`src/design/ioare_pkg.sv`:
```
// Constants for the interrupt routing table block.
// Assumes a 32-bit register port at the offsets named below.
package ioare_pkg;

  // ----------------------------------------
  // Register offsets and index map
  // ----------------------------------------
  localparam logic [7:0] OFS_INDEX = 8'h00;
  localparam logic [7:0] OFS_DATA = 8'h10;
  localparam logic [7:0] OFS_PIN = 8'h20;
  localparam logic [7:0] OFS_EOI = 8'h40;
  localparam logic [7:0] IDX_ENTRY_BASE = 8'h10;
  localparam int NUM_INPUTS = 24;

  // ----------------------------------------
  // Low-word field positions of an entry
  // ----------------------------------------
  localparam int VEC_LSB = 0;
  localparam int DELIV_LSB = 8;
  localparam int B_LOGICAL = 11;
  localparam int B_PENDING = 12;
  localparam int B_POLARITY = 13;
  localparam int B_REMOTE = 14;
  localparam int B_LEVEL = 15;
  localparam int B_MASK = 16;
  // High word: destination in bits 31:24 (entry bits 63:56)
  localparam int DEST_LSB = 24;

  // ----------------------------------------
  // Delivery modes and reset values
  // ----------------------------------------
  localparam logic [2:0] DELIV_RSVD_A = 3'h3;
  localparam logic [2:0] DELIV_RSVD_B = 3'h6;
  localparam logic [7:0] VEC_RST = 8'h00;
  localparam logic [7:0] DEST_RST = 8'h00;
  localparam logic [2:0] DELIV_RST = 3'h0;
  localparam logic [3:0] PHYS_PAD = 4'h0;
  localparam logic [31:0] WORD_ZERO = 32'h0000_0000;

  // Message sender states
  typedef enum logic [1:0]
  {
    ST_IDLE = 2'b01,
    ST_SEND = 2'b10
  } ioare_state_e;

endpackage

```
`src/design/ioare_top.sv`:
```
// Routing table of an interrupt controller: 24 entries, index/data access,
// pin assertion and end-of-interrupt registers, one message sender.
// Assumes inputs synchronous to ref_clk and a message bus that accepts
// an offered message by pulsing msg_accept while msg_valid is high.
`timescale 1ns/1ps
`default_nettype none

module ioare_top #(
  parameter int N = ioare_pkg::NUM_INPUTS
) (
  // Clock and reset
  input wire logic ref_clk,
  input wire logic sys_rst,
  // Register port
  input wire logic [7:0] reg_addr,
  input wire logic reg_wr,
  input wire logic reg_rd,
  input wire logic [31:0] reg_wdata,
  output logic [31:0] reg_rdata,
  // Interrupt inputs
  input wire logic [N-1:0] irq_in,
  // Interrupt message bus
  output logic msg_valid,
  output logic [7:0] msg_vector,
  output logic [7:0] msg_dest,
  output logic msg_logical,
  output logic [2:0] msg_delivery,
  output logic msg_level,
  input wire logic msg_accept
);

  // ----------------------------------------
  // Index decode helpers
  // ----------------------------------------
  function automatic logic is_entry(input logic [7:0] idx);
    return idx >= ioare_pkg::IDX_ENTRY_BASE &&
           idx < ioare_pkg::IDX_ENTRY_BASE + 8'(2 * N);
  endfunction

  function automatic logic [6:0] entry_no(input logic [7:0] idx);
    logic [7:0] off;
    off = idx - ioare_pkg::IDX_ENTRY_BASE;
    return off[7:1];
  endfunction

  // ----------------------------------------
  // State
  // ----------------------------------------
  logic [7:0] index_q;
  logic [7:0] vec_q [N];
  logic [2:0] deliv_q [N];
  logic [7:0] dest_q [N];
  logic [N-1:0] logical_q, pol_q, level_q, mask_q, remote_q, pend_q, prev_q;
  ioare_pkg::ioare_state_e st_q;
  logic [4:0] sel_q;

  // Register strobes
  wire wr_index = reg_wr && reg_addr == ioare_pkg::OFS_INDEX;
  wire wr_data = reg_wr && reg_addr == ioare_pkg::OFS_DATA;
  wire wr_pin = reg_wr && reg_addr == ioare_pkg::OFS_PIN;
  wire wr_eoi = reg_wr && reg_addr == ioare_pkg::OFS_EOI;
  wire idx_hit = is_entry(index_q);
  wire [6:0] idx_ent = entry_no(index_q);
  wire take = st_q == ioare_pkg::ST_SEND && msg_valid && msg_accept;

  // ----------------------------------------
  // Per-input event detection
  // ----------------------------------------
  wire [N-1:0] act_w, inject_w, acc_w, eoi_w, wlo_w, whi_w, elig_w, edge_w;
  for (genvar g = 0; g < N; g++)
  begin : g_in
    wire sel_me = idx_hit && idx_ent == 7'(g);
    assign wlo_w[g] = wr_data && sel_me && !index_q[0];
    assign whi_w[g] = wr_data && sel_me && index_q[0];
    assign act_w[g] = irq_in[g] ^ pol_q[g];
    // Edge mode fires on a new assertion, level mode while active
    wire edge_ev = !level_q[g] && act_w[g] && !prev_q[g];
    // A level already covered by the message taken now is not re-pended,
    // otherwise a stale pending would fire after the pin has gone idle
    wire lvl_ev = level_q[g] && act_w[g] && !remote_q[g] &&
                  !acc_w[g];
    wire pin_ev = wr_pin && reg_wdata[4:0] == 5'(g);
    assign inject_w[g] = (edge_ev || lvl_ev || pin_ev) && !mask_q[g];
    assign edge_w[g] = edge_ev && !mask_q[g];
    assign acc_w[g] = take && sel_q == 5'(g);
    assign eoi_w[g] = wr_eoi && reg_wdata[7:0] == vec_q[g];
    // Reserved delivery codes are never sent
    assign elig_w[g] = pend_q[g] && !mask_q[g] &&
                       !(level_q[g] && remote_q[g]) &&
                       deliv_q[g] != ioare_pkg::DELIV_RSVD_A &&
                       deliv_q[g] != ioare_pkg::DELIV_RSVD_B;
  end

  // ----------------------------------------
  // Entry registers
  // ----------------------------------------
  // Set wins over clear on both status bits, so no event is lost
  always_ff @(posedge ref_clk or posedge sys_rst)
  begin
    if (sys_rst)
    begin
      for (int i = 0; i < N; i++)
      begin
        vec_q[i] <= ioare_pkg::VEC_RST;
        deliv_q[i] <= ioare_pkg::DELIV_RST;
        dest_q[i] <= ioare_pkg::DEST_RST;
      end
      logical_q <= '0;
      pol_q <= '0;
      level_q <= '0;
      mask_q <= '0;
      remote_q <= '0;
      pend_q <= '0;
      prev_q <= '0;
    end
    else
    begin
      prev_q <= act_w;
      for (int i = 0; i < N; i++)
      begin
        if (wlo_w[i])
        begin
          vec_q[i] <= reg_wdata[ioare_pkg::VEC_LSB +: 8];
          deliv_q[i] <= reg_wdata[ioare_pkg::DELIV_LSB +: 3];
          logical_q[i] <= reg_wdata[ioare_pkg::B_LOGICAL];
          pol_q[i] <= reg_wdata[ioare_pkg::B_POLARITY];
          level_q[i] <= reg_wdata[ioare_pkg::B_LEVEL];
          mask_q[i] <= reg_wdata[ioare_pkg::B_MASK];
        end
        if (whi_w[i])
          dest_q[i] <= reg_wdata[ioare_pkg::DEST_LSB +: 8];
        if (inject_w[i])
          pend_q[i] <= 1'b1;
        else if (acc_w[i])
          pend_q[i] <= 1'b0;
        if (acc_w[i] && level_q[i])
          remote_q[i] <= 1'b1;
        else if (eoi_w[i])
          remote_q[i] <= 1'b0;
      end
    end
  end

  // ----------------------------------------
  // Arbitration: lowest input number first
  // ----------------------------------------
  logic [4:0] pick_w;
  wire any_w = |elig_w;
  always_comb
  begin
    pick_w = '0;
    for (int i = N - 1; i >= 0; i--)
      if (elig_w[i])
        pick_w = 5'(i);
  end

  // Destination as sent: physical mode carries only the 4-bit id
  wire [7:0] dest_w = logical_q[pick_w] ? dest_q[pick_w] :
                      {ioare_pkg::PHYS_PAD, dest_q[pick_w][3:0]};

  // ----------------------------------------
  // Message sender
  // ----------------------------------------
  // The message is latched, so entry edits during an offer do not tear it
  always_ff @(posedge ref_clk or posedge sys_rst)
  begin
    if (sys_rst)
    begin
      st_q <= ioare_pkg::ST_IDLE;
      sel_q <= '0;
      msg_valid <= 1'b0;
      msg_vector <= '0;
      msg_dest <= '0;
      msg_logical <= 1'b0;
      msg_delivery <= '0;
      msg_level <= 1'b0;
    end
    else
    begin
      case (st_q)
        ioare_pkg::ST_IDLE:
          if (any_w)
          begin
            st_q <= ioare_pkg::ST_SEND;
            sel_q <= pick_w;
            msg_valid <= 1'b1;
            msg_vector <= vec_q[pick_w];
            msg_dest <= dest_w;
            msg_logical <= logical_q[pick_w];
            msg_delivery <= deliv_q[pick_w];
            msg_level <= level_q[pick_w];
          end
        ioare_pkg::ST_SEND:
          if (msg_accept)
          begin
            st_q <= ioare_pkg::ST_IDLE;
            msg_valid <= 1'b0;
          end
        default:
        begin
          st_q <= ioare_pkg::ST_IDLE;
          msg_valid <= 1'b0;
        end
      endcase
    end
  end

  // ----------------------------------------
  // Register reads
  // ----------------------------------------
  wire [4:0] re_w = idx_ent[4:0];
  wire [31:0] lo_w = {15'h0000, mask_q[re_w], level_q[re_w],
                      remote_q[re_w], pol_q[re_w], pend_q[re_w],
                      logical_q[re_w], deliv_q[re_w], vec_q[re_w]};
  wire [31:0] hi_w = {dest_q[re_w], 24'h00_0000};
  wire [31:0] ent_w = !idx_hit ? ioare_pkg::WORD_ZERO :
                      index_q[0] ? hi_w : lo_w;
  wire [31:0] rd_w = reg_addr == ioare_pkg::OFS_INDEX ?
                     {24'h00_0000, index_q} :
                     reg_addr == ioare_pkg::OFS_DATA ? ent_w :
                     ioare_pkg::WORD_ZERO;

  // Index register and read data; write-only registers read as zero
  always_ff @(posedge ref_clk or posedge sys_rst)
  begin
    if (sys_rst)
    begin
      index_q <= '0;
      reg_rdata <= '0;
    end
    else
    begin
      if (wr_index)
        index_q <= reg_wdata[7:0];
      if (reg_rd)
        reg_rdata <= rd_w;
    end
  end

  // Entries whose remote flag an end-of-interrupt must clear this cycle
  wire [N-1:0] clr_w = eoi_w & ~acc_w;
endmodule

`default_nettype wire

```
`config.mk`:
```
export PLATFORM = sky130hd
export DESIGN_NAME = ioare_top
export DESIGN_NICKNAME = d
export VERILOG_FILES = /design/src/design/ioare_pkg.sv /design/src/design/ioare_top.sv
export SDC_FILE = /design/constraint.sdc
export NUM_CORES = 2
export LEC_CHECK = 0
export BUFFER_PORTS_ARGS = -buffer_cell sky130_fd_sc_hd__buf_2
export CORE_ASPECT_RATIO = 1.5
export CORE_MARGIN = 8
export CORE_UTILIZATION = 30
export DETAILED_ROUTE_END_ITERATION = 8
export GPL_ROUTABILITY_DRIVEN = 0
export PLACE_DENSITY = 0.51
export SYNTH_ARGS = -nofsm -noshare
export SYNTH_HDL_FRONTEND = slang
export SYNTH_SLANG_ARGS = --single-unit
```
`constraint.sdc`:
```
create_clock -name ref_clk -period 22 [get_ports ref_clk]
set_input_delay 0 -clock ref_clk [delete_from_list [all_inputs] [get_ports ref_clk]]
set_output_delay 0 -clock ref_clk [all_outputs]
set_load 0.03 [all_outputs]
```
==> results_dict.tcl <==
set metrics [dict create \
    vias 29259 \
    fin_util_pct 34.20 \
    swShare_pct 30.10 \
    cp-end-kind "flop" \
    hold_viol_final 5 \
    max-vdd-ir-drop_uv 58.03 \
    place_hpwl_microns 98400 \
    mostFrequentLayoutCell "dfrtp_1" \
    critPathLaunch "level_q[11]" \
    leakage_uw 0.01963 \
    numCtsBuffers 75 \
    grt_max_degree 151 \
    crit_chain "and2_1 > a2111oi_2 > o21ai_0 > o21ai_4 > and2_2 > buf_4 > o21ai_4 > buf_4 > a2111oi_0 > nor4b_1 > a221o_1" \
    fmax_ghz 0.1635 \
    clock_latency_ns 0.69 \
    placed_area_sq_um 41450 \
    syn_to_final_growth_pct 13.35 \
    drtPass1Iterations 5 \
    synthCells 3405 \
    grt_pass1_vias 29944 \
    htreeDepth 3 \
    ys_async_sr_fraction_pct 100.0 \
    critPathKind "flop to flop" \
    hold_class "input port to async pin" \
    worst_slew_pin_slew_ns 1.341 \
    cp.depth 11 \
    maxSlewViolCount 0 \
    cp_slowest_cell "a2111oi_0" \
    clk_pin_slew_ns 0.06 \
    critPathArrivalTime_ns 6.69 \
    cp_max_fo 55 \
    grt_remaining_overflow 0 \
    power_density_nw_per_um2 68.67 \
    synth_ff_type "dfrtp_1" \
    status "finished, violations left" \
    avgSynthCellArea_sq_um 11.49 \
    wl_per_cell_microns 27.82 \
    fin_nets 3520 \
    finClkSkew_ns 0.03782 \
    viasPerCell 5.593 \
    min_period_over_period_pct 27.81 \
    required_ns 22.57 \
    r2r_start "level_q[11]" \
    worst-path-buf-inv 2 \
    layout-drive-gt1-share_pct 32.28 \
    grt_usage_pct 19.80 \
    r2r_cells 11 \
    grt_setup_unrepaired "false" \
    layout.cells.non_filler 5231 \
    startpoint_type "flop" \
    internal-power_uw 2129 \
    max-clock-path-buffers 3 \
    ys_ff_latch 685 \
    violations "negative hold slack" \
    ioPinCount 123 \
    drcViolationCount 0 \
    rows 162 \
    rrSetupSlack_ns 15.88 \
    port-buffer-count 106 \
    hold-worst-slack_ns -0.03762 \
    synth_area_sq_um 39140 \
    relSlewSlack_pct 10.26 \
    maxCapViolCount 0 \
    antenna_found_initial 6 \
    r2r_end "msg_vector[2]" \
    cts_repair_resize_count 0 \
    final.setup.tns_ns 0 \
    setup_viol 0 \
    cts_tree "done" \
    clkPwrFrac_pct 42.9 \
    max_stage_delay_ns 1.08 \
    worstSetupEndpoint "msg_vector[2]" \
    mostFrequentLayoutCells "dfrtp_1 (681), mux2_2 (559), nand2_1 (362)" \
    grt_pass1_wl_microns 212800 \
    p_seq_share_pct 42.4 \
    clock_sinks 685 \
    combPwrFrac_pct 14.7 \
    fp.coreArea_sq_um 129700 \
    final_area_sq_um 44370 \
    p_sw_uw 917.1 \
    die_w_microns 310.9 \
    min_period_ns 6.118 \
    ant_nets 0 \
    start_util_pct 30.17 \
    cpLargestDelayFamily "compound AO/OA/AOI/OAI gates" \
    cts.root.buffer_cell "clkbuf_16" \
    ys_types 83 \
    die_area_sq_um 142500 \
    die_h_microns 458.4 \
    drtIter0Drc 2438 \
    yosysSeqAreaShare_pct 43.80 \
    wirelength_microns 145500 \
    dp_cells 5050 \
    synth_warnings 0 \
    synth_edf_count 0 \
]
worst register-to-register path: cells and delay by family, from the launching register on:
| kind | cells | cell delay, ns |
|---|---|---|
| buffers and inverters | 2 | 1.05 |
| AND/OR/NAND/NOR | 3 | 0.79 |
| AO/OA/AOI/OAI | 6 | 3.73 |
| flip-flops | 1 | 0.46 |
layer usage:
layer | global-route usage, % | share of wire (%) | wire length [microns] | up-vias
met1 | 23.85 | 39 | 57160 | 15224
met2 | 33.16 | 49 | 70640 | 1080
li1 | - | - | - | 12617
met5 | 0 | 0 | 0 | -
met3 | 2.772 | 4.8 | 7042 | 338
met4 | 12.79 | 7.4 | 10700 | 0
final cells by class:
cell class | count | area [sq um]
fill | 13081 | 85360
multi-input combinational | 2406 | 20760
sequential | 685 | 17150
clock buffer | 106 | 2186
tap | 1722 | 2155
timing repair buffer | 237 | 1649
clock inverter | 29 | 282.8
inverter | 44 | 172.7
antenna | 2 | 5.005
sequential cells by signal, summed over array words and instances, names as in the netlist:
name	cells
dest_q	192
vec_q	192
deliv_q	72
reg_rdata	25
level_q	24
logical_q	24
mask_q	24
pend_q	24
pol_q	24
prev_q	24
remote_q	24
index_q	8
msg_dest	8
msg_vector	8
sel_q	5
msg_delivery	3
msg_level	1
msg_logical	1
msg_valid	1
st_q	1
synthesized netlist by cell type (8+ instances only):
library cell / count / area share (%)
a221o_1: 23 / 0.59
nand3_1: 168 / 2.1
and2_1: 17 / 0.27
a32oi_1: 9 / 0.20
buf_2: 44 / 0.56
nand2_1: 363 / 3.5
a22oi_1: 19 / 0.36
a31o_2: 29 / 0.65
nor3_1: 34 / 0.43
nor4b_1: 12 / 0.27
o32ai_1: 8 / 0.18
a311oi_1: 21 / 0.47
and3_1: 27 / 0.43
mux2_2: 559 / 16
nor4_1: 53 / 0.85
dfrtp_1: 684 / 44
a211oi_1: 13 / 0.25
o22ai_1: 39 / 0.62
inv_1: 43 / 0.41
a22o_1: 22 / 0.49
o2bb2ai_1: 12 / 0.27
xor2_1: 239 / 5.3
clkbuf_1: 156 / 1.5
nor2b_1: 13 / 0.21
mux2i_1: 58 / 1.5
buf_1: 53 / 0.51
nand2b_1: 27 / 0.43
a21oi_1: 92 / 1.2
buf_4: 17 / 0.33
nor2_1: 158 / 1.5
o21ai_0: 56 / 0.72
a2111oi_0: 34 / 0.76
mux4_2: 176 / 10
a2111oi_2: 9 / 0.35
what timing repair did:
item	4_1_cts	5_1_grt
setup buffers	0	0
hold endpoints to repair	475	0
hold buffers	44	0
power by group through the flow:
stage	Combinational (uW)	Sequential (uW)	Clock [uW]
global placement	438	1310	0
finish	447	1290	1310
floorplan	272	1320	0
global route	469	1290	1380
detailed placement	439	1310	0
CTS	446	1290	1340
stage by stage:
step	total power (uW)	setup WS, ns	hold slack [ns]
after floorplan	1589	2.797	0.1019
after global placement	1753	15.95	0.1590
after detailed placement	1753	15.93	0.1481
after CTS	3073	15.94	0.01749
after global routing	3146	16.01	0.03159
final	3047	15.88	-0.03762
kinds of logic after synthesis:
group / share of synthesized area [%]
AND/OR/NAND/NOR: 10.91
adder cells (fa/ha/maj): 0.06393
multiplexers: 27.73
flip-flops: 43.80
AO/OA/AOI/OAI: 8.625
buffers and inverters: 3.488
other: 0.009581
XOR/XNOR: 5.371
how the worst min path moves through the flow:
stage	from	slack [ns]	depth (start not counted)	to
detailed placement	sys_rst	0.15	2	pol_q[9]
finish	sys_rst	-0.04	3	pol_q[9]
global route	reg_wdata[15]	0.03	2	level_q[14]
CTS	sys_rst	0.02	3	pol_q[9]
floorplan	irq_in[13]	0.10	1	prev_q[13]
global placement	sys_rst	0.16	2	pol_q[9]
(Power assumes the default switching activity.)
